## config.mk

```make
export PLATFORM = sky130hd
export DESIGN_NAME = wbrs_top
export DESIGN_NICKNAME = d
export VERILOG_FILES = /design/src/wbrs_pkg.sv /design/src/wbrs_top.sv
export SDC_FILE = /design/constraint.sdc
export NUM_CORES = 1
export LEC_CHECK = 0
export ABC_AREA = 0
export BUFFER_PORTS_ARGS = -buffer_cell sky130_fd_sc_hd__clkbuf_2
export CAP_MARGIN = 5
export CORE_MARGIN = 2
export CORE_UTILIZATION = 40
export DETAILED_ROUTE_END_ITERATION = 8
export GPL_TIMING_DRIVEN = 0
export HOLD_SLACK_MARGIN = 0.08
export PLACE_DENSITY_LB_ADDON = 0.2
export SETUP_SLACK_MARGIN = 0.4
export SLEW_MARGIN = 15
export SYNTH_ARGS = -nofsm -noshare
export SYNTH_HDL_FRONTEND = slang
export SYNTH_SLANG_ARGS = --single-unit
```

## constraint.sdc

```tcl
create_clock -name SYS_CLK -period 3.68 [get_ports SYS_CLK]
set_input_delay 0.184 -clock SYS_CLK [delete_from_list [all_inputs] [get_ports SYS_CLK]]
set_output_delay 0.184 -clock SYS_CLK [all_outputs]
set_load 0.01 [all_outputs]
```

## src/wbrs_pkg.sv

```systemverilog
/*
  Shared constants and types of the watchdog and bidirectional reset
  sequencer: register map, field positions, keys, timing counts, states.
  Assumes a 100 MHz system clock that also stands for the CPU clock.
*/
package wbrs_pkg;

  // Clock period and CPU clock half-period, in ns.
  localparam int CLK_NS = 10;
  localparam int TCL_NS = 5;

  // Internal reset sequence length, 1024 half-periods.
  localparam int SEQ_TCL = 1024;
  localparam int SEQ_CYC = (SEQ_TCL * TCL_NS + CLK_NS - 1) / CLK_NS;
  // Sample point after the sequence, 8 half-periods.
  localparam int SAMPLE_TCL = 8;
  localparam int SAMPLE_CYC = (SAMPLE_TCL * TCL_NS + CLK_NS - 1) / CLK_NS;
  // Least low time of a short hardware reset, 4 half-periods.
  localparam int SHORT_TCL = 4;
  localparam int SHORT_CYC = (SHORT_TCL * TCL_NS + CLK_NS - 1) / CLK_NS;
  // Flash initialisation time, well above the longest filter delay.
  localparam int FLASH_NS = 1000;
  localparam int FLASH_CYC = (FLASH_NS + CLK_NS - 1) / CLK_NS;

  // Register byte offsets.
  localparam logic [7:0] OFS_SYSCFG = 8'h00;
  localparam logic [7:0] OFS_WDTCTL = 8'h04;
  localparam logic [7:0] OFS_WDTSVC = 8'h08;
  localparam logic [7:0] OFS_CMD = 8'h0c;
  localparam logic [7:0] OFS_STATUS = 8'h10;
  localparam logic [7:0] OFS_WDTCNT = 8'h14;

  // Field positions.
  localparam int SYSCFG_BIDIR_BIT = 3;
  localparam int SYSCFG_PWDUP_BIT = 4;
  localparam int WDTCTL_DIS_BIT = 16;
  localparam int STATUS_INIT_BIT = 4;

  // Command keys, values arbitrary.
  localparam logic [7:0] KEY_END_OF_INIT_INSTRUCTION = 8'h4e;
  localparam logic [7:0] KEY_SOFTWARE_RESET_INSTRUCTION = 8'h5a;
  localparam logic [7:0] KEY_SERVICE = 8'ha5;

  // Reset values.
  localparam logic [15:0] WDT_RELOAD_RST = 16'h0000;
  localparam logic [15:0] CFG_LATCH_RST = 16'hffff;

  // Bus answers.
  localparam logic [1:0] RESP_OKAY = 2'b00;
  localparam logic [1:0] RESP_SLVERR = 2'b10;

  // Reset source flags.
  typedef struct packed {
    logic long_hw;
    logic short_hw;
    logic sw;
    logic wdt;
  } wbrs_flags_s;

  localparam wbrs_flags_s FLG_NONE = '{1'b0, 1'b0, 1'b0, 1'b0};
  localparam wbrs_flags_s FLG_LONG = '{1'b1, 1'b1, 1'b1, 1'b0};
  localparam wbrs_flags_s FLG_SHORT = '{1'b0, 1'b1, 1'b1, 1'b0};
  localparam wbrs_flags_s FLG_SW = '{1'b0, 1'b0, 1'b1, 1'b0};
  localparam wbrs_flags_s FLG_WDT = '{1'b0, 1'b0, 1'b1, 1'b1};

  // Sequencer states.
  typedef enum logic [5:0] {
    ST_RUN = 6'b000001,
    ST_BUSW = 6'b000010,
    ST_SEQ = 6'b000100,
    ST_FLASH = 6'b001000,
    ST_POST = 6'b010000,
    ST_HOLD = 6'b100000
  } wbrs_state_e;

  // Reset sources.
  typedef enum logic [2:0] {
    SRC_HW = 3'b001,
    SRC_SW = 3'b010,
    SRC_WDT = 3'b100
  } wbrs_src_e;

endpackage

```

## src/wbrs_top.sv

```systemverilog
/*
  Watchdog and bidirectional reset sequencer with an AXI4-Lite register
  slave. Assumes all pin inputs are synchronous to SYS_CLK and that the
  bench resolves the open-drain reset input wire from its enable.
*/
// Functional notes
// - Unserviced enabled watchdog overflows and starts reset.
// - Watchdog lets bus cycle finish when allowed.
// - Ready high after waits aborts cycle first.
// - Watchdog end latches bits 12:8, sets 7:2.
// - Watchdog reset always synchronous, even with powerdown pin low.
// - Bidir watchdog drives pin only if powerdown high.
// - Reset output low from start until end-of-init.
// - Bidir enable bit 3, writable only before init end.
// - Bidir pulls reset pin low whole sequence.
// - Short bidir hardware reset sampled 8 CLOCK_HALF_PERIOD after.
// - Low 4 CLOCK_HALF_PERIOD after soft exit gives hardware reset.
// - Powerdown low releases pin in software/watchdog resets, sequence still completes.
// - Every reset sequence clears bidir enable.
// - Degenerated reset flags replace software/watchdog flags.
// - Long degeneration needs external party holding pin low.
// - Internal flash extends reset beyond filter delay.
// - Pull-up config bit enables pull-up at sequence end.
// - Pull-down on whenever reset input pin low.
// - Powerdown low with reset asserted forces async reset.
// - Software reset command starts sequence only from run state.
`timescale 1ns/1ns
module wbrs_top #(
  parameter int FILT_DLY = 10
) (
  input wire logic SYS_CLK,
  input wire logic RST_N,
  input wire logic [7:0] S_AXI_AWADDR,
  input wire logic S_AXI_AWVALID,
  output logic S_AXI_AWREADY,
  input wire logic [31:0] S_AXI_WDATA,
  input wire logic [3:0] S_AXI_WSTRB,
  input wire logic S_AXI_WVALID,
  output logic S_AXI_WREADY,
  output logic [1:0] S_AXI_BRESP,
  output logic S_AXI_BVALID,
  input wire logic S_AXI_BREADY,
  input wire logic [7:0] S_AXI_ARADDR,
  input wire logic S_AXI_ARVALID,
  output logic S_AXI_ARREADY,
  output logic [31:0] S_AXI_RDATA,
  output logic [1:0] S_AXI_RRESP,
  output logic S_AXI_RVALID,
  input wire logic S_AXI_RREADY,
  input wire logic RESET_IN_I,
  output logic RESET_IN_O,
  output logic RESET_IN_OE_N,
  input wire logic PD_RESET_PIN,
  output logic PD_PULLUP_EN,
  output logic PD_PULLDOWN_EN,
  output logic RESET_OUT_N,
  output logic CORE_RESET_N,
  input wire logic EXT_ACCESS_PIN,
  input wire logic EXT_BUS_BUSY,
  input wire logic EXT_BUS_USES_READY,
  input wire logic EXT_WAIT_DONE,
  input wire logic EXT_READY_N,
  output logic BUS_ABORT,
  input wire logic [15:0] CFG_PORT,
  output logic [15:0] CFG_LATCHED
);

  // Sequencer state and its counters.
  wbrs_pkg::wbrs_state_e state_ff;
  wbrs_pkg::wbrs_src_e src_ff;
  logic [11:0] cnt_ff; // Cycle count within the current phase.
  logic [3:0] low_ff; // Run of low filtered-input cycles.
  wbrs_pkg::wbrs_flags_s flags_ff; // Last reset source.
  logic init_ff; // High until the end-of-init command.
  logic async_ff; // Hardware reset has turned asynchronous.
  logic drive_ff; // Reset input pin is being pulled low.

  // Registers.
  logic bidir_en_ff;
  logic pwd_cfg_ff;
  logic wdt_dis_ff;
  logic [15:0] reload_ff;
  logic [15:0] wdt_cnt_ff;

  // Bus slave state.
  logic aw_have_ff;
  logic w_have_ff;
  logic [7:0] awaddr_ff;
  logic [31:0] wdata_ff;
  logic [3:0] wstrb_ff;
  logic [31:0] rd_data;
  logic rd_err;
  logic wr_do;

  // Filter delay line; a reset value of ones means a released pin.
  logic [FILT_DLY-1:0] filt_ff;
  logic filt_low;

  // Decoded events.
  logic wdt_ovf;
  logic sw_cmd;
  logic end_of_init_instruction_cmd;
  logic svc_cmd;
  logic bus_abort_c;
  logic start_go;
  wbrs_pkg::wbrs_src_e start_src;
  wbrs_pkg::wbrs_flags_s start_flags;
  logic phase_end;
  logic finish;

  // The analogue filter is modelled as a plain shift delay.
  always_ff @(posedge SYS_CLK) begin
    if (!RST_N) begin
      filt_ff <= '1;
    end else begin
      filt_ff <= {filt_ff[FILT_DLY-2:0], RESET_IN_I};
    end
  end
  assign filt_low = !filt_ff[FILT_DLY-1];

  // Write-side decodes; keys only count with byte lane 0 enabled.
  assign wr_do = aw_have_ff && w_have_ff && !S_AXI_BVALID;
  assign sw_cmd = wr_do && (awaddr_ff == wbrs_pkg::OFS_CMD) &&
                  wstrb_ff[0] && (wdata_ff[7:0] == wbrs_pkg::KEY_SOFTWARE_RESET_INSTRUCTION);
  assign end_of_init_instruction_cmd = wr_do && (awaddr_ff == wbrs_pkg::OFS_CMD) &&
                     wstrb_ff[0] && init_ff &&
                     (wdata_ff[7:0] == wbrs_pkg::KEY_END_OF_INIT_INSTRUCTION);
  assign svc_cmd = wr_do && (awaddr_ff == wbrs_pkg::OFS_WDTSVC) &&
                   wstrb_ff[0] && (wdata_ff[7:0] == wbrs_pkg::KEY_SERVICE);

  // The watchdog only overflows while running and not disabled.
  assign wdt_ovf = (state_ff == wbrs_pkg::ST_RUN) && !wdt_dis_ff &&
                   (wdt_cnt_ff == 16'hffff);

  // A watchdog reset aborts a cycle whose ready is still high after
  // the wait states; otherwise it waits for the cycle to end.
  assign bus_abort_c = (state_ff == wbrs_pkg::ST_BUSW) && EXT_BUS_BUSY &&
                       EXT_BUS_USES_READY && EXT_WAIT_DONE &&
                       EXT_READY_N;

  // End of the counted phase in the sequence, flash and post states.
  always_comb begin
    phase_end = 1'b0;
    case (state_ff)
      wbrs_pkg::ST_SEQ: phase_end = cnt_ff == 12'(wbrs_pkg::SEQ_CYC - 1);
      wbrs_pkg::ST_FLASH:
        phase_end = cnt_ff == 12'(wbrs_pkg::FLASH_CYC - 1);
      wbrs_pkg::ST_POST:
        phase_end = cnt_ff == 12'(wbrs_pkg::SAMPLE_CYC - 1);
      default: phase_end = 1'b0;
    endcase
  end

  // Start of a new sequence, by priority: asynchronous hardware,
  // hardware, watchdog, software, and degeneration after exit.
  always_comb begin
    start_go = 1'b0;
    start_src = wbrs_pkg::SRC_HW;
    start_flags = wbrs_pkg::FLG_NONE;
    case (state_ff)
      wbrs_pkg::ST_RUN: begin
        if (filt_low && !PD_RESET_PIN) begin
          start_go = 1'b1;
          start_flags = wbrs_pkg::FLG_LONG;
        end else if (filt_low &&
                     low_ff >= 4'(wbrs_pkg::SHORT_CYC - 1)) begin
          start_go = 1'b1;
          start_flags = wbrs_pkg::FLG_SHORT;
        end else if (wdt_ovf && !EXT_BUS_BUSY) begin
          start_go = 1'b1;
          start_src = wbrs_pkg::SRC_WDT;
          start_flags = wbrs_pkg::FLG_WDT;
        end else if (sw_cmd) begin
          start_go = 1'b1;
          start_src = wbrs_pkg::SRC_SW;
          start_flags = wbrs_pkg::FLG_SW;
        end
      end
      wbrs_pkg::ST_BUSW: begin
        if (!EXT_BUS_BUSY || bus_abort_c) begin
          start_go = 1'b1;
          start_src = wbrs_pkg::SRC_WDT;
          start_flags = wbrs_pkg::FLG_WDT;
        end
      end
      wbrs_pkg::ST_POST: begin
        // A pin still low after a soft exit becomes a hardware reset.
        if (phase_end && src_ff != wbrs_pkg::SRC_HW && filt_low &&
            low_ff >= 4'(wbrs_pkg::SHORT_CYC - 1)) begin
          start_go = 1'b1;
          start_flags = wbrs_pkg::FLG_SHORT;
        end
      end
      default: start_go = 1'b0;
    endcase
  end

  // A sequence finishes after the post phase or the long hold.
  assign finish = (!start_go && phase_end &&
                   state_ff == wbrs_pkg::ST_POST &&
                   (src_ff != wbrs_pkg::SRC_HW || !filt_low)) ||
                  (state_ff == wbrs_pkg::ST_HOLD && !filt_low);

  // Main sequencer.
  always_ff @(posedge SYS_CLK) begin
    if (!RST_N) begin
      state_ff <= wbrs_pkg::ST_RUN;
      src_ff <= wbrs_pkg::SRC_HW;
      cnt_ff <= '0;
      async_ff <= 1'b0;
    end else if (start_go) begin
      state_ff <= wbrs_pkg::ST_SEQ;
      src_ff <= start_src;
      cnt_ff <= '0;
      async_ff <= start_flags.long_hw && start_src == wbrs_pkg::SRC_HW;
    end else begin
      cnt_ff <= cnt_ff + 12'h001;
      case (state_ff)
        wbrs_pkg::ST_RUN: begin
          if (wdt_ovf) begin
            state_ff <= wbrs_pkg::ST_BUSW;
          end
        end
        wbrs_pkg::ST_SEQ: begin
          // Powerdown pin is looked at only for hardware sources.
          if (src_ff == wbrs_pkg::SRC_HW && filt_low && !PD_RESET_PIN) begin
            async_ff <= 1'b1;
          end
          if (phase_end) begin
            cnt_ff <= '0;
            state_ff <= EXT_ACCESS_PIN ? wbrs_pkg::ST_FLASH :
                        wbrs_pkg::ST_POST;
          end
        end
        wbrs_pkg::ST_FLASH: begin
          if (phase_end) begin
            cnt_ff <= '0;
            state_ff <= wbrs_pkg::ST_POST;
          end
        end
        wbrs_pkg::ST_POST: begin
          // Hardware reset sampled low turns long and waits.
          if (phase_end) begin
            state_ff <= finish ? wbrs_pkg::ST_RUN :
                        wbrs_pkg::ST_HOLD;
          end
        end
        wbrs_pkg::ST_HOLD: begin
          if (finish) begin
            state_ff <= wbrs_pkg::ST_RUN;
          end
        end
        default: state_ff <= wbrs_pkg::ST_RUN;
      endcase
    end
  end

  // Run of low filtered samples, counted in run and post phases.
  always_ff @(posedge SYS_CLK) begin
    if (!RST_N) begin
      low_ff <= '0;
    end else if (!filt_low || start_go) begin
      low_ff <= '0;
    end else if ((state_ff == wbrs_pkg::ST_RUN ||
                  state_ff == wbrs_pkg::ST_POST) && low_ff != 4'hf) begin
      low_ff <= low_ff + 4'h1;
    end
  end

  // Reset source flags; a new source replaces the old one.
  always_ff @(posedge SYS_CLK) begin
    if (!RST_N) begin
      flags_ff <= wbrs_pkg::FLG_LONG;
    end else if (start_go) begin
      flags_ff <= start_flags;
    end else if (state_ff == wbrs_pkg::ST_POST && phase_end &&
                 !finish) begin
      flags_ff <= wbrs_pkg::FLG_LONG;
    end else if (state_ff == wbrs_pkg::ST_SEQ && async_ff) begin
      flags_ff <= wbrs_pkg::FLG_LONG;
    end
  end

  // Open-drain drive of the reset input pin. The enable bit is read
  // before it is cleared by the same start.
  always_ff @(posedge SYS_CLK) begin
    if (!RST_N) begin
      drive_ff <= 1'b0;
    end else if (start_go) begin
      drive_ff <= bidir_en_ff &&
                  (start_src == wbrs_pkg::SRC_HW || PD_RESET_PIN);
    end else if (state_ff == wbrs_pkg::ST_SEQ && phase_end) begin
      drive_ff <= 1'b0;
    end else if (src_ff != wbrs_pkg::SRC_HW && !PD_RESET_PIN) begin
      drive_ff <= 1'b0;
    end
  end

  // Pin outputs, all from flops.
  always_ff @(posedge SYS_CLK) begin
    if (!RST_N) begin
      RESET_IN_O <= 1'b0;
      RESET_IN_OE_N <= 1'b1;
      PD_PULLDOWN_EN <= 1'b0;
      CORE_RESET_N <= 1'b0;
      BUS_ABORT <= 1'b0;
    end else begin
      RESET_IN_O <= 1'b0;
      RESET_IN_OE_N <= !drive_ff;
      PD_PULLDOWN_EN <= !RESET_IN_I;
      CORE_RESET_N <= (state_ff == wbrs_pkg::ST_RUN ||
                       state_ff == wbrs_pkg::ST_BUSW ||
                       (state_ff == wbrs_pkg::ST_POST &&
                        src_ff != wbrs_pkg::SRC_HW)) && !start_go;
      BUS_ABORT <= bus_abort_c;
    end
  end

  // Initialisation phase and reset output pin.
  always_ff @(posedge SYS_CLK) begin
    if (!RST_N) begin
      init_ff <= 1'b1;
      RESET_OUT_N <= 1'b0;
    end else if (start_go) begin
      init_ff <= 1'b1;
      RESET_OUT_N <= 1'b0;
    end else if (end_of_init_instruction_cmd && state_ff == wbrs_pkg::ST_RUN) begin
      init_ff <= 1'b0;
      RESET_OUT_N <= 1'b1;
    end
  end

  // Configuration latch and powerdown pull-up at sequence end.
  always_ff @(posedge SYS_CLK) begin
    if (!RST_N) begin
      CFG_LATCHED <= wbrs_pkg::CFG_LATCH_RST;
      PD_PULLUP_EN <= 1'b0;
    end else if (start_go) begin
      PD_PULLUP_EN <= 1'b0;
    end else if (finish) begin
      PD_PULLUP_EN <= pwd_cfg_ff;
      if (src_ff == wbrs_pkg::SRC_HW) begin
        CFG_LATCHED <= CFG_PORT;
      end else begin
        CFG_LATCHED <= {CFG_LATCHED[15:13], CFG_PORT[12:8], 6'h3f,
                        CFG_LATCHED[1:0]};
      end
    end
  end

  // Watchdog counter; service reloads it, a sequence restarts it.
  always_ff @(posedge SYS_CLK) begin
    if (!RST_N) begin
      wdt_cnt_ff <= wbrs_pkg::WDT_RELOAD_RST;
    end else if (start_go || svc_cmd) begin
      wdt_cnt_ff <= reload_ff;
    end else if (state_ff == wbrs_pkg::ST_RUN && !wdt_dis_ff) begin
      wdt_cnt_ff <= wdt_cnt_ff + 16'h0001;
    end
  end

  // Software registers. The start clear comes last so that a reset
  // sequence always leaves the enable bit cleared.
  always_ff @(posedge SYS_CLK) begin
    if (!RST_N) begin
      bidir_en_ff <= 1'b0;
      pwd_cfg_ff <= 1'b0;
      wdt_dis_ff <= 1'b0;
      reload_ff <= wbrs_pkg::WDT_RELOAD_RST;
    end else begin
      if (wr_do && awaddr_ff == wbrs_pkg::OFS_SYSCFG && wstrb_ff[0]) begin
        pwd_cfg_ff <= wdata_ff[wbrs_pkg::SYSCFG_PWDUP_BIT];
        if (init_ff) begin
          bidir_en_ff <= wdata_ff[wbrs_pkg::SYSCFG_BIDIR_BIT];
        end
      end
      if (wr_do && awaddr_ff == wbrs_pkg::OFS_WDTCTL) begin
        if (wstrb_ff[0]) begin
          reload_ff[7:0] <= wdata_ff[7:0];
        end
        if (wstrb_ff[1]) begin
          reload_ff[15:8] <= wdata_ff[15:8];
        end
        // The watchdog can only be switched off during initialisation.
        if (wstrb_ff[2] && init_ff) begin
          wdt_dis_ff <= wdata_ff[wbrs_pkg::WDTCTL_DIS_BIT];
        end
      end
      if (start_go) begin
        bidir_en_ff <= 1'b0;
        wdt_dis_ff <= 1'b0;
      end
    end
  end

  // Write address and data channels, taken in either order.
  always_ff @(posedge SYS_CLK) begin
    if (!RST_N) begin
      aw_have_ff <= 1'b0;
      w_have_ff <= 1'b0;
      awaddr_ff <= '0;
      wdata_ff <= '0;
      wstrb_ff <= '0;
      S_AXI_AWREADY <= 1'b0;
      S_AXI_WREADY <= 1'b0;
    end else begin
      if (S_AXI_AWVALID && S_AXI_AWREADY) begin
        aw_have_ff <= 1'b1;
        awaddr_ff <= S_AXI_AWADDR;
        S_AXI_AWREADY <= 1'b0;
      end else if (wr_do) begin
        aw_have_ff <= 1'b0;
      end else if (!aw_have_ff && !S_AXI_BVALID) begin
        S_AXI_AWREADY <= 1'b1;
      end
      if (S_AXI_WVALID && S_AXI_WREADY) begin
        w_have_ff <= 1'b1;
        wdata_ff <= S_AXI_WDATA;
        wstrb_ff <= S_AXI_WSTRB;
        S_AXI_WREADY <= 1'b0;
      end else if (wr_do) begin
        w_have_ff <= 1'b0;
      end else if (!w_have_ff && !S_AXI_BVALID) begin
        S_AXI_WREADY <= 1'b1;
      end
    end
  end

  // Write response; unmapped or read-only offsets answer SLVERR.
  always_ff @(posedge SYS_CLK) begin
    if (!RST_N) begin
      S_AXI_BVALID <= 1'b0;
      S_AXI_BRESP <= wbrs_pkg::RESP_OKAY;
    end else if (wr_do) begin
      S_AXI_BVALID <= 1'b1;
      case (awaddr_ff)
        wbrs_pkg::OFS_SYSCFG, wbrs_pkg::OFS_WDTCTL,
        wbrs_pkg::OFS_WDTSVC, wbrs_pkg::OFS_CMD:
          S_AXI_BRESP <= wbrs_pkg::RESP_OKAY;
        default: S_AXI_BRESP <= wbrs_pkg::RESP_SLVERR;
      endcase
    end else if (S_AXI_BREADY) begin
      S_AXI_BVALID <= 1'b0;
    end
  end

  // Read data multiplexer.
  always_comb begin
    rd_data = '0;
    rd_err = 1'b0;
    case (S_AXI_ARADDR)
      wbrs_pkg::OFS_SYSCFG: begin
        rd_data[wbrs_pkg::SYSCFG_BIDIR_BIT] = bidir_en_ff;
        rd_data[wbrs_pkg::SYSCFG_PWDUP_BIT] = pwd_cfg_ff;
      end
      wbrs_pkg::OFS_WDTCTL: begin
        rd_data[15:0] = reload_ff;
        rd_data[wbrs_pkg::WDTCTL_DIS_BIT] = wdt_dis_ff;
      end
      wbrs_pkg::OFS_WDTSVC, wbrs_pkg::OFS_CMD: rd_data = '0;
      wbrs_pkg::OFS_STATUS: begin
        rd_data[3:0] = flags_ff;
        rd_data[wbrs_pkg::STATUS_INIT_BIT] = init_ff;
        rd_data[31:16] = CFG_LATCHED;
      end
      wbrs_pkg::OFS_WDTCNT: rd_data[15:0] = wdt_cnt_ff;
      default: rd_err = 1'b1;
    endcase
  end

  // Read channel: one read at a time, answered the cycle after.
  always_ff @(posedge SYS_CLK) begin
    if (!RST_N) begin
      S_AXI_ARREADY <= 1'b0;
      S_AXI_RVALID <= 1'b0;
      S_AXI_RDATA <= '0;
      S_AXI_RRESP <= wbrs_pkg::RESP_OKAY;
    end else if (S_AXI_ARVALID && S_AXI_ARREADY) begin
      S_AXI_ARREADY <= 1'b0;
      S_AXI_RVALID <= 1'b1;
      S_AXI_RDATA <= rd_data;
      S_AXI_RRESP <= rd_err ? wbrs_pkg::RESP_SLVERR : wbrs_pkg::RESP_OKAY;
    end else if (S_AXI_RVALID && S_AXI_RREADY) begin
      S_AXI_RVALID <= 1'b0;
    end else if (!S_AXI_RVALID) begin
      S_AXI_ARREADY <= 1'b1;
    end
  end

endmodule // wbrs_top

```

# Yosys cells after proc, flatten, opt, wreduce, memory -nomap -nowiden

Cells that the tools add are included.

Magnitude comparators: 1
Bitwise logic cells: 5
Reductions and logical operators: 100
Add/sub/neg operators: 3
Muxes and demuxes: 58
Eq/ne operators: 35

Operator list:

| cell                  | number |
|---|---|
| $logic_and 1x1->1     | 49 |
| $mux 6                | 6 |
| $eq 8x4->1 const B    | 4 |
| $mux 16               | 2 |
| $pmux 6 s5            | 1 |
| $mux 12               | 2 |
| $pmux 11 s2           | 1 |
| $mux 3                | 7 |
| $mux 1                | 19 |
| $reduce_and 2->1      | 9 |
| $add 16x1->16 const B | 1 |
| $eq 16x16->1 const B  | 1 |
| $eq 8x3->1 const B    | 2 |
| $eq 8x5->1 const B    | 2 |
| $eq 8x7->1 const B    | 2 |
| $logic_not 8->1       | 2 |
| $mux 4                | 4 |
| $mux 15               | 1 |
| $ne 3x3->1 const B    | 5 |
| $reduce_bool 2->1     | 7 |
| $add 12x1->12 const B | 1 |
| $eq 12x2->1 const B   | 1 |
| $eq 12x7->1 const B   | 1 |
| $eq 12x9->1 const B   | 1 |
| 31 further kinds      | 71 |

Flip-flop bits (word level): 170
Input bits: 82
Output and inout bits: 64

# Logic depth before layout (Yosys ltp)

Gate-level depths: netlist (run 1).

Depth after elaboration: 19
Gate-level depth with buffers: 10
Gate-level depth less buffers: 8

# Least setup slack after synthesis (run 1)

OpenSTA, ideal clock, no wires.

Path kind: register -> register
From: register cnt_ff[0]
To: register CFG_LATCHED[10]
Data arrival time: 2.466 ns
Period minus slack after synthesis: 2.595 ns
Data required time: 3.551 ns
Stages on the path, launching flop included: 9
Setup slack: 1.085 ns
Cells stage by stage: dfxtp_1 > ha_1 > or4b_1 > nor4_2 > o22ai_2 > o211ai_2 > buf_2 > mux2i_1 > nand2_1

Word-level cells in the longest chain between the ends: 13
Elaborated cells between the ends (all ways): 16

RTL lines:

| item                                  | RTL line        | RTL |
|---|---|---|
| start, declared                       | wbrs_top.sv:71  | `logic [11:0] cnt_ff;` |
| start signal, assigned                | wbrs_top.sv:217 | `cnt_ff <= cnt_ff + 12'h001;` |
| $eq 12x2->1 (tied with other cells)   | wbrs_top.sv:149 | `phase_end = cnt_ff == 12'(wbrs_pkg::SAMPLE_CYC - 1);` |
| $pmux 1 s3 (*)                        | wbrs_top.sv:144 | `case (state_ff)` |
| $logic_and 1x1->1 (3 in series)       | wbrs_top.sv:188 | `if (phase_end && src_ff != wbrs_pkg::SRC_HW && filt_low &&` |
| $mux 1                                | wbrs_top.sv:188 |  |
| $pmux 1 s3                            | wbrs_top.sv:160 | `case (state_ff)` |
| $logic_not 1->1                       | wbrs_top.sv:199 | `assign finish = (!start_go && phase_end &&` |
| $logic_and 1x1->1 (2 in series)       | wbrs_top.sv:199 |  |
| $logic_and 1x1->1                     | wbrs_top.sv:200 | `state_ff == wbrs_pkg::ST_POST &&` |
| $logic_or 1x1->1                      | wbrs_top.sv:201 | `(src_ff != wbrs_pkg::SRC_HW \|\| !filt_low)) \|\|` |
| $reduce_and 2->1 (no source line) (*) | n/a             |  |
| end signal, assigned                  | wbrs_top.sv:336 | `CFG_LATCHED <= wbrs_pkg::CFG_LATCH_RST;` |
| end signal, assigned                  | wbrs_top.sv:345 | `CFG_LATCHED <= {CFG_LATCHED[15:13], CFG_PORT[12:8], 6'h3f,` |
| end, declared                         | wbrs_top.sv:65  | `output logic [15:0] CFG_LATCHED` |

Mark *: on every way between the ends. The rest lies on a longest branch, timed or not.
A chain may end at the register's enable or synchronous reset.

# Final worst setup path (run 1)

From: register cnt_ff[0]
To: register CORE_RESET_N

Word-level cells in the longest chain between the ends: 9
Elaborated cells between the ends (all ways): 11

RTL lines:

| item                                | RTL line        | RTL |
|---|---|---|
| $eq 12x2->1 (tied with other cells) | wbrs_top.sv:149 |  |
| $pmux 1 s3 (*)                      | wbrs_top.sv:144 |  |
| $logic_and 1x1->1 (*) (3 in series) | wbrs_top.sv:188 |  |
| $mux 1 (*)                          | wbrs_top.sv:188 |  |
| $pmux 1 s3 (*)                      | wbrs_top.sv:160 |  |
| $logic_not 1->1 (*)                 | wbrs_top.sv:314 | `src_ff != wbrs_pkg::SRC_HW)) && !start_go;` |
| $logic_and 1x1->1 (*)               | wbrs_top.sv:314 |  |
| end signal, assigned                | wbrs_top.sv:311 | `CORE_RESET_N <= (state_ff == wbrs_pkg::ST_RUN \|\|` |
| end, declared                       | wbrs_top.sv:57  | `output logic CORE_RESET_N,` |

Marks and branches as above.

==> reports/qor.log, run 1 <==
INFO  sta            final.period_utilization=0.844
INFO  clock_network  cts.reportedPaths.clkPinSlew=0.06ns
INFO  worst_setup_path reg2reg_from=cnt_ff[0]
INFO  sta            number_of_endpoints_with_negative_hold_slack_in_the_final_report=0
INFO  finish         diodes=0
INFO  logic_synthesis dominantRegCellSynth=sky130_fd_sc_hd__dfxtp_1
INFO  worst_setup_path cp.required=3.95ns
INFO  power          power=4200uW
INFO  logic_synthesis post_synth_fa_ha_maj_area_fraction=0.00896
INFO  finish         drive_gt1_frac=0.193
INFO  floorplanning  boundaryPins=146
INFO  power          share_seq_of_total_power=0.458
INFO  logic_synthesis yosysWarningCount=0
INFO  logic_synthesis synth_edf_count=0
INFO  route          vias_per_cell=5.10
INFO  logic_synthesis postSynthCellCount=784
INFO  logic_synthesis post_synth_and_or_nand_nor_area_fraction=0.217
INFO  worst_setup_path reg2reg_to=CORE_RESET_N
INFO  floorplanning  starting_density_of_the_core=0.407
INFO  floorplanning  core_area=0.0172sqmm
INFO  finish         fin_util=0.526
INFO  logic_synthesis synth.cell_area=0.00698sqmm
INFO  worst_setup_path critical_path.endpoint_type=flip-flop
INFO  run            maxCapViolCount=0
INFO  worst_setup_path startpoint_type_of_the_worst_setup_path=flip-flop
INFO  clock_network  cts.root.buffer_cell=sky130_fd_sc_hd__clkbuf_16
INFO  floorplanning  num_rows=48
INFO  finish         synthToLayoutAreaGrowth=29.5%
INFO  sta            setup_violations=0
INFO  power          power_per_cell_area=464mW/mm^2
INFO  clock_network  cts-htree-levels=4
INFO  global_route   grt_max_degree=17
INFO  power          power.combinational.fraction=0.093
INFO  floorplanning  die_w=136microns
INFO  clock_network  clock_latency=0.42ns
INFO  sta            maximum_operating_frequency=322MHz
INFO  worst_setup_path timing.critical_path.fanout_max=10
INFO  hold_path      hold_path_class=input pin to flip-flop
INFO  power          cell_internal_pwr=3230uW
INFO  finish         non_filler_cell_area_final=0.00904sqmm
INFO  power          static-leakage-power=0.00357uW
INFO  floorplanning  fp.dieArea=0.0185sqmm
INFO  logic_synthesis ys_seq_area_frac=0.482
INFO  clock_network  clock_sink_count=168
INFO  route          ant_nets=0
INFO  worst_setup_path r2r_setup_slack=0.58ns
INFO  hold_path      hold_path_depth=3
INFO  global_route   grt_util_all_layers=0.205
INFO  route          wl=18300microns
INFO  clock_network  cts_setup_buffers=0
INFO  route          dr.first_iter.drc_count=330
INFO  sta            slew-limit-headroom=0.457
INFO  logic_synthesis main_combinational_cell_family_by_area_after_synthesis=simple AND/OR/NAND/NOR gates
INFO  outcome        status=completed
INFO  worst_setup_path critPathLaunch=cnt_ff[0]
INFO  finish         total_area_of_multi_input_combinational_cells=0.00337sqmm
INFO  hold_path      timing.hold.worst_endpoint=S_AXI_RRESP[1]
INFO  finish         most-common-layout-cells=sky130_fd_sc_hd__dfxtp_1 (168), sky130_fd_sc_hd__clkbuf_2 (124), sky130_fd_sc_hd__nand2_1 (122), sky130_fd_sc_hd__a21oi_1 (68), sky130_fd_sc_hd__nor2_1 (61)
INFO  finish         fillerInstances=1641
INFO  clock_network  tritoncts=done
INFO  route          wl_per_cell=15.1microns
INFO  placed_design  place_area=0.00789sqmm
INFO  global_route   grt_pass1_wl=29800microns
INFO  sta            worst_margin_pin_slew=0.806ns
INFO  sta            timing.setup.tns=0ns
INFO  logic_synthesis synth-seq-cells=168
INFO  finish         finalNetCount=1067
INFO  sta            finalWorstPathRequiredPeriod=3.10ns
INFO  finish         mostFrequentLayoutCell=sky130_fd_sc_hd__dfxtp_1
INFO  worst_setup_path worst-setup-path-type=flip-flop to flip-flop
INFO  finish         final-seq-area=0.00336sqmm
INFO  sta            fin_worst_skew=0.00895ns
INFO  global_route   globalRouteOverflowTotal=0
INFO  clock_network  ctsLongestPathBuffers=2
INFO  global_route   grt_pass1_vias=5894
INFO  power          switching_share=0.231
INFO  power          pwr-share-clk=0.450
INFO  placed_design  io_buffers=124
INFO  global_route   antenna_violations_before_repair=0
INFO  worst_setup_path rr_worst_depth=7
INFO  placed_design  finalWeightedCongestion=0.895
INFO  power          vdd.ir_drop.worst=0.000330V
INFO  route          drt-pass1-iter-count=4
INFO  logic_synthesis post_synthesis_cell_type_count=68
INFO  logic_synthesis muxShareOfSynthArea=0.0443
INFO  logic_synthesis yosys.area_share.xor_xnor=0.0376
INFO  sta            rsz0062_at_grt=false
INFO  sta            final_max_slew_viol_count=0
INFO  clock_network  cts_made_buffers=17
INFO  logic_synthesis synth.avg_cell_area=8.91squm
INFO  power          netSwitchingPower=969uW
INFO  hold_path      timing.hold.worst.start=S_AXI_ARADDR[3]
INFO  placed_design  place.detailed.hpwl=13400microns
INFO  floorplanning  die_h=136microns
INFO  route          num_vias=6210
INFO  logic_synthesis synth_compound_gate_area_share=0.171
INFO  logic_synthesis fraction_of_registers_with_async_set_reset=0
INFO  worst_setup_path critical_path_arrival=3.37ns
INFO  route          drc=0
INFO  sta            fin_worst_hold_slack=0.0962ns
-- registers in the layout (all words and copies together) (netlist names), 6 cells and up --
| signal | count |
|---|---|
| state_ff | 6 |
| CFG_LATCHED | 16 |
| wdata_ff | 17 |
| cnt_ff | 12 |
| awaddr_ff | 8 |
| reload_ff | 16 |
| wdt_cnt_ff | 16 |
| S_AXI_RDATA | 32 |
| filt_ff | 10 |
-- worst max-delay path: stages (launching register included) --
cell and delay, ns:
sky130_fd_sc_hd__dfxtp_1 0.38, sky130_fd_sc_hd__ha_1 0.24, sky130_fd_sc_hd__or4b_1 0.53, sky130_fd_sc_hd__nor4_2 0.45
sky130_fd_sc_hd__o22ai_2 0.26, sky130_fd_sc_hd__o2111ai_2 0.45, sky130_fd_sc_hd__clkbuf_1 0.51, sky130_fd_sc_hd__a31oi_1 0.13
-- cell usage after synthesis (5+ instances only) --
cell / n / area share
sky130_fd_sc_hd__dfxtp_1: 168 / 0.48
sky130_fd_sc_hd__nand4_1: 12 / 0.011
sky130_fd_sc_hd__a22o_1: 15 / 0.019
sky130_fd_sc_hd__nand2b_1: 13 / 0.012
sky130_fd_sc_hd__and3_1: 9 / 0.0081
sky130_fd_sc_hd__o21ai_1: 6 / 0.0043
sky130_fd_sc_hd__a211oi_2: 10 / 0.018
sky130_fd_sc_hd__nor2b_1: 7 / 0.0063
sky130_fd_sc_hd__or4_1: 6 / 0.0064
sky130_fd_sc_hd__a21oi_1: 68 / 0.049
sky130_fd_sc_hd__a211oi_1: 6 / 0.0064
sky130_fd_sc_hd__xor2_1: 18 / 0.023
sky130_fd_sc_hd__inv_1: 16 / 0.0086
sky130_fd_sc_hd__a22oi_1: 17 / 0.018
sky130_fd_sc_hd__nor3b_1: 8 / 0.0086
sky130_fd_sc_hd__o21ai_0: 26 / 0.019
sky130_fd_sc_hd__nand2_1: 122 / 0.066
sky130_fd_sc_hd__xnor2_1: 12 / 0.015
sky130_fd_sc_hd__nor3_1: 15 / 0.011
sky130_fd_sc_hd__buf_2: 8 / 0.0057
sky130_fd_sc_hd__nor4_1: 5 / 0.0045
sky130_fd_sc_hd__ha_1: 5 / 0.0090
sky130_fd_sc_hd__and2_1: 5 / 0.0045
sky130_fd_sc_hd__nand3_1: 28 / 0.020
sky130_fd_sc_hd__mux2i_1: 23 / 0.033
sky130_fd_sc_hd__clkbuf_1: 31 / 0.017
sky130_fd_sc_hd__nor2_1: 61 / 0.033
-- logic make-up after synthesis --
family,Yosys count
adder cells (fa/ha/maj),5
buffers and inverters,62
multiplexers,28
AND/OR/NAND/NOR,312
XOR/XNOR,30
AO/OA/AOI/OAI,178
other,1
flip-flops,168
-- how the worst max path moves through the flow --
| stage | end | slack (ns) | cells after the start |
|---|---|---|---|
| 2_1_floorplan | CFG_LATCHED[10] | 1.08 | 8 |
| 3_3_place_gp | wdt_cnt_ff[11] | 0.59 | 7 |
| 3_5_place_dp | wdt_cnt_ff[11] | 0.56 | 7 |
| 4_1_cts | wdt_cnt_ff[11] | 0.56 | 7 |
| 5_1_grt | CORE_RESET_N | 0.43 | 7 |
| 6_report | CORE_RESET_N | 0.58 | 7 |
-- repair_timing --
action | in CTS | in global routing
setup endpoints to repair | 0 | 9
hold buffers | 51 | 0
resized for setup | 0 | 2
hold endpoints to repair | 51 | 0
-- routing by layer --
layer | track usage | up-vias | share of wire
li1 | - | 3161 | -
met1 | 0.278 | 2857 | 0.49
met2 | 0.326 | 177 | 0.44
met3 | 0.0436 | 15 | 0.059
met4 | 0.0619 | 0 | 0.011
met5 | 0 | - | 0
-- area by class of cell --
cell class,instances,area share
timing repair buffer,175,0.125
tap,225,0.0311
clock inverter,7,0.0156
inverter,17,0.00706
buffer,45,0.0227
multi-input combinational,556,0.373
clock buffer,24,0.0533
sequential,168,0.372
-- power groups by stage --
stage | clock network [uW] | registers [uW] | logic [uW]
finish | 1890 | 1920 | 389
global route | 1990 | 1930 | 432
CTS | 1920 | 1920 | 388
detailed placement | 0 | 1960 | 344
global placement | 0 | 1960 | 342
floorplan | 0 | 1950 | 225
-- per-stage QoR --
| step | setup WS (ns) | std cells |
|---|---|---|
| after global placement | 0.590 | 1135 |
| after global routing | 0.431 | 1217 |
| after floorplan | 1.08 | 786 |
| after detailed placement | 0.564 | 1135 |
| final | 0.576 | 1217 |
| after CTS | 0.562 | 1217 |
No activity file was read; power rests on OpenSTA's default activity.
==> inputs of run 2 (changes only) <==
==> constraint.sdc (replaced) <==
create_clock -name SYS_CLK -period 2.7 [get_ports SYS_CLK]
set_input_delay 0.135 -clock SYS_CLK [delete_from_list [all_inputs] [get_ports SYS_CLK]]
set_output_delay 0.135 -clock SYS_CLK [all_outputs]
set_load 0.01 [all_outputs]
==> run 2 against run 1 <==
  * Total power rose by 41%
  * Highest routed layer unchanged
  * Maximum frequency rose by 23%
  * Non-clock buffer count rose by 29
==> reports/qor.log, run 2 (synthesis results as in run 1) <==
INFO  hold_path      hold_path_class=input pin to flip-flop
INFO  route          wl_per_cell=15.5microns [+2.7%]
INFO  clock_network  clock_latency=0.43ns [about the same]
INFO  sta            fin_worst_skew=0.00683ns [-0.00211 ns]
INFO  worst_setup_path worst-setup-path-type=flip-flop to flip-flop
INFO  clock_network  cts.reportedPaths.clkPinSlew=0.06ns [about the same]
INFO  outcome        status=completed
INFO  finish         synthToLayoutAreaGrowth=41.3%
INFO  clock_network  clock_sink_count=168 [unchanged]
INFO  route          wl=19300microns [+5.2%]
INFO  worst_setup_path critical_path_arrival=2.83ns [-0.54 ns]
INFO  worst_setup_path crit_path_max_delay_family=simple AND/OR/NAND/NOR gates
INFO  sta            worst_margin_pin_slew=0.709ns [-0.0976 ns]
INFO  floorplanning  starting_density_of_the_core=0.407 [unchanged]
INFO  power          static-leakage-power=0.00385uW [+8.0%]
INFO  global_route   grt_util_all_layers=0.215 [+0.0102]
INFO  run            maxCapViolCount=0 [unchanged]
INFO  sta            rsz0062_at_grt=true
INFO  worst_setup_path crit_chain=ha_4, or4b_4, nor4b_4, o22ai_4, buf_6, o211ai_1, buf_4, o21ai_0, a31o_1
INFO  clock_network  cts-htree-levels=4 [unchanged]
INFO  route          ant_nets=0 [unchanged]
INFO  route          vias_per_cell=5.18 [+1.6%]
INFO  route          drc=0 [unchanged]
INFO  sta            post-route-worst-setup-slack=0.185ns [-0.391 ns]
INFO  sta            number_of_endpoints_with_negative_hold_slack_in_the_final_report=0 [unchanged]
INFO  floorplanning  num_rows=48 [unchanged]
INFO  sta            slew-limit-headroom=0.527 [+0.0700]
INFO  global_route   globalRouteOverflowTotal=0 [unchanged]
INFO  worst_setup_path cp.required=3.01ns [-0.94 ns]
INFO  placed_design  finalWeightedCongestion=0.874 [-2.4%]
INFO  placed_design  io_buffers=124 [unchanged]
INFO  finish         reg_top3=S_AXI_RDATA (32), wdata_ff (17)
INFO  finish         finalNetCount=1096 [+2.7%]
INFO  power          power_per_cell_area=601mW/mm^2 [+29%]
INFO  route          num_vias=6465 [+4.1%]
INFO  finish         diodes=0 [unchanged]
INFO  power          vdd.ir_drop.worst=0.000500V [+52%]
INFO  finish         registers.top_by_ff_count=S_AXI_RDATA
INFO  finish         fillerInstances=1555 [-5.2%]
INFO  worst_setup_path timing.critical_path.fanout_max=4 [-6]
INFO  sta            final_max_slew_viol_count=0 [unchanged]
INFO  global_route   grt_pass1_wl=31600microns [+5.7%]
INFO  worst_setup_path worst_path_max_delay_cell=sky130_fd_sc_hd__or4b_4
INFO  finish         max_ffs_per_register=32 [unchanged]
INFO  route          dr.first_iter.drc_count=390 [+18%]
INFO  clock_network  ctsLongestPathBuffers=2 [unchanged]
INFO  route          drt-pass1-iter-count=5 [+1]
INFO  floorplanning  fp.dieArea=0.0185sqmm [unchanged]
INFO  floorplanning  die_h=136microns [unchanged]
INFO  worst_setup_path critPathMaxStageDelay=0.50ns [-0.03 ns]
INFO  sta            setup_violations=0 [unchanged]
INFO  sta            maximum_operating_frequency=398MHz [+23%]
INFO  worst_setup_path critical_path_buf_inv_count=2 [+1]
INFO  sta            final.period_utilization=0.931 [+0.0879]
INFO  clock_network  cts_made_buffers=17 [unchanged]
INFO  finish         drive_gt1_frac=0.286 [+0.0932]
INFO  sta            finalWorstPathRequiredPeriod=2.51ns [-0.589 ns]
INFO  worst_setup_path startpoint_type_of_the_worst_setup_path=flip-flop
INFO  finish         most-common-layout-cells=sky130_fd_sc_hd__dfxtp_1 (161), sky130_fd_sc_hd__clkbuf_2 (124), sky130_fd_sc_hd__nand2_1 (121), sky130_fd_sc_hd__a21oi_1 (56), sky130_fd_sc_hd__nor2_1 (56)
INFO  global_route   grt_max_degree=17 [unchanged]
INFO  floorplanning  die_w=136microns [unchanged]
INFO  sta            fin_worst_hold_slack=0.108ns [+0.0114 ns]
INFO  finish         mostFrequentLayoutCell=sky130_fd_sc_hd__dfxtp_1
INFO  clock_network  cts.root.buffer_cell=sky130_fd_sc_hd__clkbuf_16
INFO  floorplanning  boundaryPins=146 [unchanged]
INFO  placed_design  preCtsSetupSlack=-0.369ns [-0.933 ns]
INFO  worst_setup_path critical_path.endpoint_type=flip-flop
INFO  placed_design  place.detailed.hpwl=13200microns [-1.7%]
INFO  floorplanning  core_area=0.0172sqmm [unchanged]
INFO  global_route   grt_pass1_vias=6229 [+5.7%]
INFO  clock_network  tritoncts=done
INFO  global_route   antenna_violations_before_repair=0 [unchanged]
run 2: cell types whose count changed in the layout (fill, tap and decap cells not counted), moves of 5 or more:
cell,delta
sky130_fd_sc_hd__a211oi_1,-6
sky130_fd_sc_hd__a211oi_2,+6
sky130_fd_sc_hd__a21oi_1,-12
sky130_fd_sc_hd__a21oi_2,+10
sky130_fd_sc_hd__buf_2,-6
sky130_fd_sc_hd__buf_4,+14
sky130_fd_sc_hd__buf_6,+12
sky130_fd_sc_hd__clkbuf_1,-7
sky130_fd_sc_hd__dfxtp_1,-7
sky130_fd_sc_hd__nor2_1,-5
sky130_fd_sc_hd__nor2_2,+5
sky130_fd_sc_hd__nor3b_1,-7
sky130_fd_sc_hd__nor3b_2,+7
run 2: stage by stage:
stage / utilization / setup TNS, ns / cells / power, uW / instance area [sq um]
final: 0.574 / 0 / 1247 / 5920 / 9870
after global routing: 0.574 / 0 / 1247 / 6130 / 9870
after CTS: 0.567 / 0 / 1241 / 5930 / 9730
after detailed placement: 0.466 / -4.03 / 1135 / 3160 / 8010
after global placement: 0.466 / -4.97 / 1135 / 3150 / 8010
after floorplan: - / 0 / 786 / 2980 / 7110
run 2: layer usage:
metal | GRT usage | up-vias | share of wire | wire, microns
met4 | 0.0804 | 0 | 0.024 | 464
met5 | 0 | - | 0 | 0
met2 | 0.336 | 220 | 0.44 | 8470
met3 | 0.0429 | 38 | 0.059 | 1140
li1 | - | 3222 | - | -
met1 | 0.293 | 2985 | 0.48 | 9220
run 2: worst reg2reg max path, stage by stage (launching register included):
cell and delay (ns):
sky130_fd_sc_hd__dfxtp_4 0.37, sky130_fd_sc_hd__ha_4 0.14, sky130_fd_sc_hd__or4b_4 0.50, sky130_fd_sc_hd__nor4b_4 0.38, sky130_fd_sc_hd__o22ai_4 0.17, sky130_fd_sc_hd__buf_6 0.16
sky130_fd_sc_hd__o211ai_1 0.18, sky130_fd_sc_hd__buf_4 0.17, sky130_fd_sc_hd__o21ai_0 0.10, sky130_fd_sc_hd__a31o_1 0.24
run 2: area by class of cell:
type                    count  area (sq um)  area share
flip-flops and latches    168          3380       0.343
repair buffers            204          1450       0.147
clock inverters            12           190      0.0193
inverters                  17          63.8     0.00647
clock buffers              20           457      0.0463
multi-input cells         556          3750       0.380
plain buffers              45           289      0.0293
well taps                 225           282      0.0285
run 2: power breakdown:
| group | total, uW | internal (uW) | switching, uW |
|---|---|---|---|
| clock | 2650 | 1620 | 1030 |
| sequential | 2630 | 2550 | 75.1 |
| combinational | 652 | 295 | 358 |
| total | 5920 | 4460 | 1460 |
run 2: path summary, 6_finish.rpt:
kind / startpoint / endpoint / slack, ns / depth (start not counted)
worst max-delay path: cnt_ff[0] / state_ff[0] / 0.19 / 9
worst min register to register: drive_ff / RESET_IN_OE_N / 0.40 / 1
worst min-delay path: S_AXI_ARVALID / S_AXI_RRESP[1] / 0.11 / 3
worst max register to register: cnt_ff[0] / state_ff[0] / 0.19 / 9
run 2: timing repair:
action	4_1_cts	5_1_grt
endpoints found under the setup margin	77	90
gates resized for setup	76	28
buffers inserted	16	6
pin swaps	26	16
cloned	4	0
hold buffers	54	0
hold endpoints to repair	52	0
==> inputs of run 3 (changes only) <==
--- a/config.mk
+++ b/config.mk
@@ -8,8 +8,10 @@
 export ABC_AREA = 0
 export BUFFER_PORTS_ARGS = -buffer_cell sky130_fd_sc_hd__clkbuf_2
 export CAP_MARGIN = 5
+export CELL_PAD_IN_SITES_DETAIL_PLACEMENT = 0
+export CELL_PAD_IN_SITES_GLOBAL_PLACEMENT = 1
 export CORE_MARGIN = 2
-export CORE_UTILIZATION = 40
+export CORE_UTILIZATION = 37
 export DETAILED_ROUTE_END_ITERATION = 8
 export GPL_TIMING_DRIVEN = 0
 export HOLD_SLACK_MARGIN = 0.08
==> run 3 against run 2 <==
  * Critical path depth unchanged
  * Via count rose by 0.19%
  * Largest cell class unchanged
  * Maximum frequency shrank 1.7%
  * Final cell count is 2.2% higher
  * Highest routed layer unchanged
==> reports/qor.log, run 3 (synthesis results as in run 1) <==
INFO  outcome        status=completed
INFO  floorplanning  num_rows=50 [+4.2%]
INFO  finish         registers.top_by_ff_count=S_AXI_RDATA
INFO  power          static-leakage-power=0.00399uW [+3.6%]
INFO  worst_setup_path timing.critical_path.fanout_max=10 [+6]
INFO  floorplanning  core_area=0.0186sqmm [+8.5%]
INFO  route          wl=20400microns [+5.7%]
INFO  hold_path      hold_path_class=input pin to flip-flop
INFO  route          ant_nets=0 [unchanged]
INFO  finish         final_cells=1275 [+2.2%]
INFO  finish         non_filler_cell_area_final=0.0102sqmm [+3.3%]
INFO  sta            worst_margin_pin_slew=0.688ns [-0.0205 ns]
INFO  finish         mostFrequentLayoutCell=sky130_fd_sc_hd__dfxtp_1
INFO  placed_design  place_area=0.00802sqmm [+0.14%]
INFO  clock_network  tritoncts=done
INFO  sta            final.period_utilization=0.947 [+0.0159]
INFO  placed_design  place.detailed.hpwl=13800microns [+4.5%]
INFO  worst_setup_path cp.required=3.05ns [+0.04 ns]
INFO  finish         synthToLayoutAreaGrowth=46.0%
INFO  finish         reg_top3=S_AXI_RDATA (32), wdata_ff (17)
INFO  power          power_per_cell_area=581mW/mm^2 [-3.2%]
INFO  sta            fin_worst_skew=0.00852ns [+0.00169 ns]
INFO  sta            setup_violations=0 [unchanged]
INFO  placed_design  finalWeightedCongestion=0.806 [-7.7%]
INFO  global_route   globalRouteOverflowTotal=0 [unchanged]
INFO  sta            final_max_slew_viol_count=0 [unchanged]
INFO  route          vias_per_cell=5.08 [-2.0%]
INFO  finish         diodes=0 [unchanged]
INFO  route          drt-pass1-iter-count=4 [-1]
INFO  worst_setup_path critical_path_arrival=2.91ns [+0.08 ns]
INFO  floorplanning  die_h=141microns [+3.9%]
INFO  clock_network  ctsLongestPathBuffers=2 [unchanged]
INFO  global_route   groute.layer.met2.usage=0.339 [+0.00268]
INFO  global_route   grt_util_met1=0.256 [-0.0373]
INFO  route          wl_per_cell=16.0microns [+3.3%]
INFO  sta            post-route-worst-setup-slack=0.142ns [-0.0429 ns]
INFO  global_route   antenna_violations_before_repair=0 [unchanged]
INFO  finish         finalNetCount=1115 [+1.7%]
INFO  floorplanning  starting_density_of_the_core=0.375 [-0.0320]
INFO  floorplanning  die_w=141microns [+3.9%]
INFO  finish         most-common-layout-cells=sky130_fd_sc_hd__dfxtp_1 (162), sky130_fd_sc_hd__clkbuf_2 (126), sky130_fd_sc_hd__nand2_1 (120), sky130_fd_sc_hd__a21oi_1 (58), sky130_fd_sc_hd__dlygate4sd3_1 (53)
INFO  global_route   grt_max_degree=18 [+1]
INFO  worst_setup_path startpoint_type_of_the_worst_setup_path=flip-flop
INFO  clock_network  clock_latency=0.43ns [about the same]
INFO  global_route   grt_pass1_vias=6168 [-0.98%]
INFO  sta            number_of_endpoints_with_negative_hold_slack_in_the_final_report=0 [unchanged]
INFO  sta            timing.setup.tns=0ns [unchanged]
INFO  global_route   gr-usage-met3=0.0388 [-0.00407]
INFO  clock_network  cts.reportedPaths.clkPinSlew=0.07ns [about the same]
INFO  clock_network  cts-htree-levels=4 [unchanged]
INFO  finish         drive_gt1_frac=0.313 [+0.0274]
INFO  worst_setup_path worst-setup-path-type=flip-flop to flip-flop
INFO  power          vdd.ir_drop.worst=0.000449V [-10%]
INFO  run            maxCapViolCount=0 [unchanged]
INFO  global_route   gr-max-usage-layer=met2
INFO  route          num_vias=6477 [+0.19%]
INFO  sta            slew-limit-headroom=0.541 [+0.0136]
INFO  clock_network  clock_sink_count=168 [unchanged]
INFO  route          dr.first_iter.drc_count=302 [-23%]
INFO  global_route   grt_pass1_wl=31800microns [+0.90%]
INFO  finish         max_ffs_per_register=32 [unchanged]
INFO  placed_design  preCtsSetupSlack=-0.583ns [-0.214 ns]
INFO  clock_network  cts_made_buffers=17 [unchanged]
INFO  placed_design  place_inst=1144 [+0.79%]
INFO  clock_network  cts.root.buffer_cell=sky130_fd_sc_hd__clkbuf_16
INFO  sta            finalWorstPathRequiredPeriod=2.56ns [+0.0429 ns]
INFO  sta            rsz0062_at_grt=true
INFO  placed_design  io_buffers=124 [unchanged]
INFO  worst_setup_path critical_path.endpoint_type=flip-flop
INFO  floorplanning  boundaryPins=146 [unchanged]
INFO  global_route   grt_util_all_layers=0.201 [-0.0135]
INFO  sta            maximum_operating_frequency=391MHz [-1.7%]
INFO  power          power=5930uW [about the same]
INFO  route          drc=0 [unchanged]
INFO  floorplanning  fp.dieArea=0.0200sqmm [+7.9%]
INFO  finish         fillerInstances=1731 [+11%]
## run 3: worst paths after layout
| kind | slack, ns | cells after the start | from | endpoint |
|---|---|---|---|---|
| min | 0.08 | 5 | S_AXI_ARADDR[6] | S_AXI_RRESP[1] |
| max reg2reg | 0.14 | 9 | state_ff[5] | wdt_cnt_ff[8] |
| max | 0.14 | 9 | state_ff[5] | wdt_cnt_ff[8] |
| min reg2reg | 0.40 | 1 | drive_ff | RESET_IN_OE_N |
## run 3: report_power, final
part | switching [uW] | total (uW) | leakage, uW | internal (uW)
logic | 365 | 674 | 0.00233 | 310
clock network | 1130 | 2630 | 0.000302 | 1500
registers | 74.8 | 2620 | 0.00136 | 2550
## run 3: final cells by class
type / instances / area (sq um) / area share
Multi-Input combinational cell: 556 / 3890 / 0.381
Buffer: 45 / 308 / 0.0302
Sequential cell: 168 / 3380 / 0.332
Clock inverter: 15 / 214 / 0.0210
Timing Repair Buffer: 223 / 1620 / 0.159
Clock buffer: 17 / 425 / 0.0417
Tap cell: 234 / 293 / 0.0287
Inverter: 17 / 63.8 / 0.00626
## run 3: worst max-delay path, stage by stage, from the launching register on
cell and delay (ns):
sky130_fd_sc_hd__dfxtp_4 0.34, sky130_fd_sc_hd__or4_4 0.53, sky130_fd_sc_hd__buf_8 0.15, sky130_fd_sc_hd__or4_4 0.42, sky130_fd_sc_hd__buf_8 0.16, sky130_fd_sc_hd__o211a_4 0.27, sky130_fd_sc_hd__and2_4 0.14, sky130_fd_sc_hd__buf_8 0.13
sky130_fd_sc_hd__buf_12 0.14, sky130_fd_sc_hd__a211oi_2 0.18
## run 3: stage by stage
step	hold slack (ns)	util
final	0.0815	0.547
after global routing	0.103	0.547
after CTS	0.0824	0.523
after detailed placement	0.351	0.430
after global placement	0.357	0.430
after floorplan	0.253	-
## run 3: timing repair
item,CTS,global route
cloned,4,1
pin swaps,38,21
gates resized for setup,83,65
hold buffers,53,0
setup buffers,24,17
setup endpoints to repair,77,96
endpoints found under the hold margin,52,0
## run 3: metal layers
metal  routed length, microns  part of all wire
met5                        0                 0
met4                      365             0.018
met3                      764             0.037
met2                    10200              0.50
met1                     9050              0.44
